`src/rtl/dioc_pkg.sv`:
```
// Purpose: shared constants of the digital I/O conditioning block
// Assumes: clk_sys at 200 MHz, delays held in whole milliseconds
// Notes: register byte address is four times the word index
package dioc_pkg;
  localparam int CLK_HZ = 200_000_000;
  localparam int SCAN_MS = 5;
  localparam int SCAN_CYCLES_DEF = SCAN_MS * (CLK_HZ / 1000);
  localparam int AC_HOLD_MS = 30;
  localparam int DLY_MAX_MS = 1_800_000;
  localparam int DLY_W = 21;
  localparam int ADDR_W = 8;
  localparam int DATA_W = 32;
  localparam int NUM_CH_DEF = 8;

  // word indices
  localparam logic [5:0] IDX_IN_NC = 6'h00;
  localparam logic [5:0] IDX_AC_EN = 6'h01;
  localparam logic [5:0] IDX_OUT_NC = 6'h02;
  localparam logic [5:0] IDX_ROUTE = 6'h03;
  localparam logic [5:0] IDX_OUT_CMD = 6'h04;
  localparam logic [5:0] IDX_IN_STATE = 6'h05;
  localparam logic [5:0] IDX_RELAY = 6'h06;
  localparam logic [5:0] IDX_DLY_BASE = 6'h08;

  // reset values: normally open inputs, alternating hold off, zero delays
  localparam logic [31:0] RST_IN_NC = 32'h0000_0000;
  localparam logic [31:0] RST_AC_EN = 32'h0000_0000;
  localparam logic [31:0] RST_OUT_NC = 32'h0000_0000;
  localparam logic [31:0] RST_ROUTE = 32'h0000_0000;
  localparam logic [31:0] RST_OUT_CMD = 32'h0000_0000;
  localparam logic [DLY_W-1:0] RST_DLY = 21'h00_0000;
endpackage : dioc_pkg

```
`src/rtl/dioc_chan.sv`:
```
// Purpose: one input channel: polarity, pick-up and drop-off qualification
// Assumes: scanTick is a one-cycle pulse every scan period
// Notes: delays resolve to whole scans, rounded up
`timescale 1ns/10ps
module dioc_chan
  import dioc_pkg::*;
(
  input wire logic clk_sys, // system clock
  input wire logic srst, // synchronous reset
  input wire logic ce, // clock enable
  input wire logic scanTick, // scan pulse
  input wire logic fieldInput, // raw pin level
  input wire logic ncSel, // 1: normally closed
  input wire logic acEn, // alternating hold option
  input wire logic [DLY_W-1:0] actDly, // pick-up delay, ms
  input wire logic [DLY_W-1:0] dropDly, // drop-off delay, ms
  output logic qualState // qualified state
);
  logic [DLY_W:0] elapsed_r;
  logic [DLY_W:0] elapsed_nxt;
  logic qual_r;
  logic qual_nxt;
  logic level;
  logic [DLY_W:0] target;

  always_comb
  begin
    level = fieldInput ^ ncSel;
    // drop-off target widened by the hold so a zero crossing never releases
    target = qual_r ? ({1'b0, dropDly} + (acEn ? (DLY_W+1)'(AC_HOLD_MS) : '0))
                    : {1'b0, actDly};
    elapsed_nxt = elapsed_r;
    qual_nxt = qual_r;
    if (scanTick)
    begin
      if (level == qual_r)
        elapsed_nxt = '0;
      else if (elapsed_r >= target)
      begin
        qual_nxt = level;
        elapsed_nxt = '0;
      end
      else
        elapsed_nxt = elapsed_r + (DLY_W+1)'(SCAN_MS);
    end
  end

  always_ff @(posedge clk_sys)
  begin
    if (srst)
    begin
      elapsed_r <= '0;
      qual_r <= 1'b0;
    end
    else if (ce)
    begin
      elapsed_r <= elapsed_nxt;
      qual_r <= qual_nxt;
    end
  end

  assign qualState = qual_r;
endmodule : dioc_chan

```
`src/rtl/dioc_top.sv`:
```
// Purpose: digital input scan and output relay drive with register port
// Assumes: pins synchronous to clk_sys; one-cycle register strobes
// Notes: output n may follow input n when its route bit is set
// What this block does
// - sample every input once per 5 ms scan.
// - per input, normally open or closed selects energized reading.
// - rising status waits a pick-up delay in ms, default zero.
// - falling status waits a separate drop-off delay, default zero.
// - alternating hold option adds 30 ms to drop-off, default off.
// - internal use of an input state lags one further scan.
// - routed input reaches its relay one scan after internal use.
// - supply loss or full reset opens every relay.
// - normally closed relays hold through communication or protection reset.
// - relay commands apply once per scan.
`timescale 1ns/10ps
module dioc_top
  import dioc_pkg::*;
#(
  parameter int NUM_CH = NUM_CH_DEF,
  parameter int SCAN_CYCLES = SCAN_CYCLES_DEF
)
(
  input wire logic clk_sys, // system clock
  input wire logic srst, // full system reset
  input wire logic ce, // clock enable
  input wire logic [NUM_CH-1:0] fieldInput, // energized input pins
  input wire logic auxLost, // auxiliary supply lost
  input wire logic commRst, // communication reset pulse
  input wire logic protRst, // protection reset pulse
  input wire logic [ADDR_W-1:0] regAddr, // byte address
  input wire logic [DATA_W-1:0] regWdata, // write data
  input wire logic regWr, // write strobe
  input wire logic regRd, // read strobe
  output logic [DATA_W-1:0] regRdata, // read data
  output logic [NUM_CH-1:0] inState, // input state for internal logic
  output logic [NUM_CH-1:0] outputRelay, // relay coil drive
  output logic scanPulse // scan marker
);
  localparam int CW = $clog2(SCAN_CYCLES);
  localparam logic [CW-1:0] CNT_LAST = CW'(SCAN_CYCLES - 1);

  logic [CW-1:0] scanCnt_r, scanCnt_nxt;
  logic scanTick_r, scanTick_nxt;
  logic [NUM_CH-1:0] inNc_r, inNc_nxt;
  logic [NUM_CH-1:0] altHoldOpt_r, altHoldOpt_nxt;
  logic [NUM_CH-1:0] outNc_r, outNc_nxt;
  logic [NUM_CH-1:0] route_r, route_nxt;
  logic [NUM_CH-1:0] outCmd_r, outCmd_nxt;
  logic [NUM_CH-1:0] inState_r, inState_nxt;
  logic [NUM_CH-1:0] relay_r, relay_nxt;
  logic [DATA_W-1:0] rdata_r, rdata_nxt;
  logic [DLY_W-1:0] actDly_r [NUM_CH];
  logic [DLY_W-1:0] actDly_nxt [NUM_CH];
  logic [DLY_W-1:0] dropDly_r [NUM_CH];
  logic [DLY_W-1:0] dropDly_nxt [NUM_CH];
  logic [NUM_CH-1:0] qual;
  logic [5:0] idx;
  logic [DLY_W-1:0] wrDly;

  always_comb
  begin
    scanCnt_nxt = scanCnt_r + CW'(1);
    scanTick_nxt = 1'b0;
    if (scanCnt_r == CNT_LAST)
    begin
      scanCnt_nxt = '0;
      scanTick_nxt = 1'b1;
    end
  end

  genvar g;
  generate
    for (g = 0; g < NUM_CH; g++)
    begin : gChan
      dioc_chan u_dioc_chan (
        .clk_sys(clk_sys),
        .srst(srst),
        .ce(ce),
        .scanTick(scanTick_r),
        .fieldInput(fieldInput[g]),
        .ncSel(inNc_r[g]),
        .acEn(altHoldOpt_r[g]),
        .actDly(actDly_r[g]),
        .dropDly(dropDly_r[g]),
        .qualState(qual[g])
      );
    end
  endgenerate

  // register writes; an oversized delay is clamped to the longest setting
  always_comb
  begin
    idx = regAddr[ADDR_W-1:2];
    wrDly = (regWdata > DATA_W'(DLY_MAX_MS)) ? DLY_W'(DLY_MAX_MS) : regWdata[DLY_W-1:0];
    inNc_nxt = inNc_r;
    altHoldOpt_nxt = altHoldOpt_r;
    outNc_nxt = outNc_r;
    route_nxt = route_r;
    outCmd_nxt = outCmd_r;
    actDly_nxt = actDly_r;
    dropDly_nxt = dropDly_r;
    if (regWr)
    begin
      case (idx)
        IDX_IN_NC: inNc_nxt = regWdata[NUM_CH-1:0];
        IDX_AC_EN: altHoldOpt_nxt = regWdata[NUM_CH-1:0];
        IDX_OUT_NC: outNc_nxt = regWdata[NUM_CH-1:0];
        IDX_ROUTE: route_nxt = regWdata[NUM_CH-1:0];
        IDX_OUT_CMD: outCmd_nxt = regWdata[NUM_CH-1:0];
        default:
        begin
          for (int i = 0; i < NUM_CH; i++)
          begin
            if (idx == IDX_DLY_BASE + 6'(2 * i))
              actDly_nxt[i] = wrDly;
            if (idx == IDX_DLY_BASE + 6'(2 * i + 1))
              dropDly_nxt[i] = wrDly;
          end
        end
      endcase
    end
    if (commRst || protRst)
      outCmd_nxt = outCmd_nxt & outNc_r;
  end

  // scan pipeline and relay drive
  always_comb
  begin
    inState_nxt = inState_r;
    relay_nxt = relay_r;
    if (scanTick_r)
    begin
      inState_nxt = qual;
      for (int i = 0; i < NUM_CH; i++)
        relay_nxt[i] = route_r[i] ? inState_r[i] : outCmd_r[i];
    end
    if (commRst || protRst)
      relay_nxt = relay_nxt & outNc_r;
    if (auxLost)
      relay_nxt = '0;
  end

  always_comb
  begin
    rdata_nxt = '0;
    if (regRd)
    begin
      case (idx)
        IDX_IN_NC: rdata_nxt = DATA_W'(inNc_r);
        IDX_AC_EN: rdata_nxt = DATA_W'(altHoldOpt_r);
        IDX_OUT_NC: rdata_nxt = DATA_W'(outNc_r);
        IDX_ROUTE: rdata_nxt = DATA_W'(route_r);
        IDX_OUT_CMD: rdata_nxt = DATA_W'(outCmd_r);
        IDX_IN_STATE: rdata_nxt = DATA_W'(inState_r);
        IDX_RELAY: rdata_nxt = DATA_W'(relay_r);
        default:
        begin
          for (int i = 0; i < NUM_CH; i++)
          begin
            if (idx == IDX_DLY_BASE + 6'(2 * i))
              rdata_nxt = DATA_W'(actDly_r[i]);
            if (idx == IDX_DLY_BASE + 6'(2 * i + 1))
              rdata_nxt = DATA_W'(dropDly_r[i]);
          end
        end
      endcase
    end
  end

  always_ff @(posedge clk_sys)
  begin
    if (srst)
    begin
      scanCnt_r <= '0;
      scanTick_r <= 1'b0;
      inNc_r <= RST_IN_NC[NUM_CH-1:0];
      altHoldOpt_r <= RST_AC_EN[NUM_CH-1:0];
      outNc_r <= RST_OUT_NC[NUM_CH-1:0];
      route_r <= RST_ROUTE[NUM_CH-1:0];
      outCmd_r <= RST_OUT_CMD[NUM_CH-1:0];
      inState_r <= '0;
      relay_r <= '0;
      rdata_r <= '0;
      for (int i = 0; i < NUM_CH; i++)
      begin
        actDly_r[i] <= RST_DLY;
        dropDly_r[i] <= RST_DLY;
      end
    end
    else if (ce)
    begin
      scanCnt_r <= scanCnt_nxt;
      scanTick_r <= scanTick_nxt;
      inNc_r <= inNc_nxt;
      altHoldOpt_r <= altHoldOpt_nxt;
      outNc_r <= outNc_nxt;
      route_r <= route_nxt;
      outCmd_r <= outCmd_nxt;
      inState_r <= inState_nxt;
      relay_r <= relay_nxt;
      rdata_r <= rdata_nxt;
      actDly_r <= actDly_nxt;
      dropDly_r <= dropDly_nxt;
    end
  end

  assign regRdata = rdata_r;
  assign inState = inState_r;
  assign outputRelay = relay_r;
  assign scanPulse = scanTick_r;
endmodule : dioc_top

```
`config.mk`:
```
export PLATFORM = sky130hd
export DESIGN_NAME = dioc_top
export DESIGN_NICKNAME = d
export VERILOG_FILES = /design/src/rtl/dioc_pkg.sv /design/src/rtl/dioc_chan.sv /design/src/rtl/dioc_top.sv
export SDC_FILE = /design/constraint.sdc
export NUM_CORES = 2
export LEC_CHECK = 0
export BUFFER_PORTS_ARGS = -buffer_cell sky130_fd_sc_hd__buf_4
export CAP_MARGIN = 20
export CELL_PAD_IN_SITES_DETAIL_PLACEMENT = 0
export CELL_PAD_IN_SITES_GLOBAL_PLACEMENT = 1
export CORE_ASPECT_RATIO = 1.75
export CORE_MARGIN = 2
export CORE_UTILIZATION = 35
export DETAILED_ROUTE_END_ITERATION = 7
export PLACE_DENSITY_LB_ADDON = 0.1
export SYNTH_ARGS = -nofsm -noshare
export SYNTH_HDL_FRONTEND = slang
export SYNTH_SLANG_ARGS = --single-unit
```
`constraint.sdc`:
```
create_clock -name clk_sys -period 5 [get_ports clk_sys]
set_input_delay 0.25 -clock clk_sys [delete_from_list [all_inputs] [get_ports clk_sys]]
set_output_delay 0.25 -clock clk_sys [all_outputs]
set_load 0.005 [all_outputs]
```
* Word level (Yosys, flattened, before mapping)
Index checks and enable logic that the tools add are counted.
** Storage, ports and cells
- Flip-flop bits (word level) :: 629
- Output and inout bits :: 49
** Cells by class
- $add $sub $neg :: 17
- Order comparisons :: 9
- Equal/unequal tests :: 31
- Muxes and demuxes :: 67
- Bitwise operators :: 19
- Reductions and logical operators :: 32
** Operator list (count)
- $mux W22 :: 24
- $mux W32 :: 16
- $pmux W32 S7 :: 1
- $add A21 B22 Y22 :: 8
- $add A22 B3 Y22 const B :: 8
- $ge A22 B22 Y1 :: 8
- $reduce_and A4 Y1 :: 24
- $eq A6 B4 Y1 const B :: 8
- $eq A6 B5 Y1 const B :: 8
- $mux W8 :: 6
- $mux W21 :: 2
- $mux W5 :: 8
- $gt A32 B21 Y1 const B :: 1
- $add A20 B1 Y20 const B :: 1
- $eq A20 B20 Y1 const B :: 1
- $mux W20 :: 1
- $eq A6 B3 Y1 const B :: 3
- $and A8 B8 Y8 :: 2
- $eq A6 B2 Y1 const B :: 2
- $reduce_and A3 Y1 :: 4
- $mux W1 :: 9
- $not A1 Y1 :: 9
- $eq A1 B1 Y1 :: 8
- $xor A1 B1 Y1 :: 8
- other kinds (5) :: 5

* Longest topological paths before layout
- Word-level depth :: 19
- Depth in mapped cells :: 20
- Depth with buffers taken out :: 18

* By module
A second synthesis with hierarchy kept.
** Unflattened totals
- Cell total of the unflattened synthesis :: 4691
- Area, all modules :: 39967.1 um2
** By module, submodules not included
- dioc_top :: times used 1, cells an instance 2006, area each 19112.1 um2, seq. area each 8688.3 um2
- dioc_chan (gChan[2].u_dioc_chan ...) :: times used 4, cells an instance 334, area each 2700.1 um2, seq. area each 460.4 um2
- dioc_chan (gChan[0].u_dioc_chan ...) :: times used 2, cells an instance 351, area each 2560.0 um2, seq. area each 460.4 um2
- dioc_chan (gChan[1].u_dioc_chan) :: times used 1, cells an instance 327, area each 2497.4 um2, seq. area each 460.4 um2
- dioc_chan (gChan[7].u_dioc_chan) :: times used 1, cells an instance 320, area each 2437.3 um2, seq. area each 460.4 um2

* Least setup slack after synthesis
No wires, ideal clock.
- Path kind :: reg-to-reg
- From :: register altHoldOpt_r[0]
- To :: register gChan[0].u_dioc_chan.elapsed_r[12]
- Data arrival time :: 4422 ps
- Path slack :: 504 ps
- Cell stages (with the launch flop) :: 20
- Path buffers :: 1
- Period minus slack after synthesis :: 4496 ps
- Path through :: dfxtp_1 ha_1 inv_1 fa_1 nor2b_1 o21ai_0 a2111oi_0 nand3_1 xor2_1 nand2_1 o21ai_0 ha_1 a211oi_1 o21ai_0 a221oi_1 o21ai_1 o31ai_2 buf_2 o21ai_0 a31oi_1
** Between the ends
- Word-level cells in the longest chain between the ends :: 6
** Ends and longest elaborated chain
- start, declared :: RTL line dioc_top.sv:45 : logic [NUM_CH-1:0] altHoldOpt_r, altHoldOpt_nxt;
- start signal, assigned :: RTL line dioc_top.sv:177 : altHoldOpt_r <= RST_AC_EN[NUM_CH-1:0];
- start signal, assigned :: RTL line dioc_top.sv:195 : altHoldOpt_r <= altHoldOpt_nxt;
- $mux W5 :: RTL line dioc_chan.sv:30 : target = qual_r ? ({1'b0, dropDly} + (acEn ? (DLY_W+1)'(AC_HOLD_MS) : '0))
- $add A21 B22 Y22 :: RTL line dioc_chan.sv:30
- $mux W22 :: RTL line dioc_chan.sv:30
- $ge A22 B22 Y1 :: RTL line dioc_chan.sv:38 : else if (elapsed_r >= target)
- $mux W22 :: RTL line dioc_chan.sv:38
- $mux W22 :: RTL line dioc_chan.sv:36 : if (level == qual_r)
- end signal, assigned :: RTL line dioc_chan.sv:57 : elapsed_r <= elapsed_nxt;
- end, declared :: RTL line dioc_chan.sv:19 : logic [DLY_W:0] elapsed_r;
Every way passes these cells.
A chain may end at the register's enable or synchronous reset.

* Worst setup path after layout
- From :: register altHoldOpt_r[3]
- To :: register gChan[3].u_dioc_chan.elapsed_r[5]
** Between the ends
- Word-level cells in the longest chain between the ends :: 6
** Ends and longest elaborated chain (RTL line)
- $mux W5 :: dioc_chan.sv:30
- $add A21 B22 Y22 :: dioc_chan.sv:30
- $mux W22 :: dioc_chan.sv:30
- $ge A22 B22 Y1 :: dioc_chan.sv:38
- $mux W22 :: dioc_chan.sv:38
- $mux W22 :: dioc_chan.sv:36
- end signal, assigned :: dioc_chan.sv:57
- end, declared :: dioc_chan.sv:19
Every way passes these cells.

==> summary.txt <==
Run status
  • Status: finished, final reports clean

Floorplan
  • CORE AREA: 0.103 mm^2
  • Rows: roughly 160
  • Die area: 0.106 mm^2
  • I/O Pins: around 110
  • Initial core utilization: 35.2%
  • DIE WIDTH: 247 um
  • Die Ht: 429 um

Yosys
  • Post-synth EDFFs: 0
  • Mean post-synth cell area: 8.02 um^2
  • FFs w/ async S/R, synth: 0%
  • Area share of the largest cell type after synthesis: between 30% and 40%
  • Post-synth top area cell: dfxtp_1
  • Synth warnings: 0
  • Sequential area share after synthesis: 34.2%
  • Cells after Synth: about 4500
  • Most common flop cell mapped by yosys: dfxtp_1
  • #FFs+latches synth: a little over 600
  • Synthesized cell area: 0.0362 mm^2
  • Top post-synthesis cells by area: dfxtp_1, ha_1, nand2_1, o21ai_0, nor2_1
  • Cell variety after synth: 84

Worst setup path
  • Worst-path fanout max: 16
  • Setup slack, reg-to-reg: between 300 and 400 ps
  • Arr. time, crit path: 5270 ps
  • Req. time, crit path: ~5600 ps
  • Crit. End Element: flip-flop
  • Setup CP Type: flip-flop to flip-flop
  • CP Launch Type: flip-flop

Pwr
  • Worst VDD drop: 0.277 mV
  • Power per Cell Area: 267 mW/mm^2
  • Leak: 14.3 nW
  • Tot Pwr: 0.0110 W

STA
  • RSZ-0062 raised after global routing: no
  • Final min period: 4680 ps
  • Worst Tran Pin Value: about 1100 ps
  • Final setup TNS: 0 ps
  • Clock Skew: 32.0 ps
  • Fmax: 214 MHz
  • Final hold vios: 0
  • Period utilization: 93.5%
  • Max-slew violations: 0
  • Final setup fails: 0
  • Slew HR: 23.4%

Global route
  • Tot GR Track Use: 30.1%
  • Global-route wire length before repair: 234 mm
  • Vias in the first global route: 33900
  • Overflow after GRT: 0
  • Largest net degree at the start of global routing: 117
  • Antenna violations before repair: 6

Route
  • WL met2: 80.2 mm
  • Final ANT Viol Nets: 0
  • Drt wl/cell: 26.9 um
  • DRC viols: 0
  • Met3 WL post-DR: 8.61 mm
  • Number of iterations in the first detailed-routing pass: 6
  • DR vias: approximately 35000
  • Max layer used: met5
  • Final wirelength: 161 mm
  • DRT iter0 DRCs: roughly 2800
  • Metal-1 WL: 60.2 mm
  • Vias per cell: 5.85

CTS
  • Root buffer cell: clkbuf_16
  • CTS tree: done
  • Clock Tree Buf Depth: 3
  • Clk slew on worst S/H paths: 60 ps
  • TritonCTS buffer count: a little over 70
  • Worst skew pair latency: around 690 ps
  • H-tree depth: 3
  • Num Clock Sinks: 618

Min path
  • Hold Crit Class: primary input to flip-flop

Placement
  • GP Congestion: 0.938
  • Port Buffers: 91
  • DP HPWL: 121 mm
  • # placed instances: 5846

Final layout
  • Nets: 4872
  • Commonest non-fill, non-tap cells in the layout: nand2_1, dfxtp_1, o21ai_0, nor2_1, a21oi_1
  • Fin cells: 5994
  • Fin util: 40.2%
  • Layout cells sized above 1: about a tenth
  • Area growth from synthesis to layout: 14.4%

Run
  • Number of max-cap violations: 0
worst max-delay path: stages, from the launching register on:
cell and delay (ps):
dfxtp_1 530, ha_1 310, a21o_1 190, a21o_1 210
a21oi_1 390, nand2b_1 340, xor2_1 170, nand2_1 60
o21ai_0 220, ha_1 340, and4_1 230, o311a_1 120
a2111oi_2 360, o22ai_1 170, nor2_1 330, buf_4 310
o211ai_1 130, a31oi_1 170
through the flow:
step | hold slack [ps] | instance area (um^2) | worst slack [ps]
after floorplan | 397 | 36200 | 504
after global placement | 430 | 38800 | 248
after detailed placement | 434 | 38800 | 216
after CTS | 21.3 | 41300 | 159
after global routing | 63.7 | 41400 | 8.61
final | 62.8 | 41400 | 323
cell usage after synthesis (42+ instances only):
cell / n
a211oi_1: 191
a21oi_1: 228
a22oi_1: 52
a31oi_1: 73
and3_1: 84
clkbuf_1: 168
dfxtp_1: 618
ha_1: 217
inv_1: 77
mux2i_1: 138
nand2_1: 619
nand3_1: 194
nand4_1: 79
nor2_1: 427
nor3_1: 89
nor4_1: 42
o21ai_0: 434
xnor2_1: 107
xor2_1: 96
state kept, by name, indices dropped and copies added, names as in the netlist:
name and count:
outputRelay 8, actDly_r 168, outCmd_r 8, scanPulse 1, scanCnt_r 20, gChan.u_dioc_chan.elapsed_r 176, regRdata 21, gChan.u_dioc_chan.qualState 8
inState 8, outNc_r 8, dropDly_r 168, route_r 8, inNc_r 8, altHoldOpt_r 8
metal layers:
metal | track usage, % | vias to the layer above
met5 | 0 | -
li1 | - | 16600
met1 | 33.5 | 16800
met4 | 20.6 | 4
met3 | 4.04 | 379
met2 | 52.7 | 1197
worst paths after layout:
check        depth (start not counted)       startpoint                                 to
min                                  5          auxLost                     outputRelay[0]
min reg2reg                          2     regRdata[15]                       regRdata[15]
max                                 17  altHoldOpt_r[3]  gChan[3].u_dioc_chan.elapsed_r[5]
max reg2reg                         17  altHoldOpt_r[3]  gChan[3].u_dioc_chan.elapsed_r[5]
where the power goes:
group	switching [W]	internal, W	leakage (nW)	total, W
logic	0.000349	0.000132	8.09	0.000482
registers	0.0000151	0.00493	4.98	0.00495
clock network	0.00244	0.00317	1.18	0.00561
area by class of cell:
class                      count  area (um^2)
antenna                        4         10.0
clock buffer                  95         2020
clock inverter                34          395
fill                       10600        61500
inverter                      77          289
multi-input combinational   3583        22700
sequential                   618        12400
tap                         1343         1680
timing repair buffer         240         1910
cell families after synthesis:
family	Yosys count	share of synthesized area, %
and+or+nand+nor	1757	22.9
muxes	166	5.25
adders and majority gates	225	7.95
DFF	618	34.2
buffers and inverters	318	3.66
other	1	0.0104
xor gates and xnor gates	203	4.92
AOI/OAI and AO/OA	1221	21.1
repair_timing:
| item | in CTS | in global routing |
|---|---|---|
| resized for setup | 0 | 11 |
| hold buffers | 14 | 0 |
| endpoints found under the setup margin | 0 | 51 |
| endpoints found under the hold margin | 58 | 0 |
| setup buffers | 0 | 0 |
No activity file was read; power rests on OpenSTA's default activity.
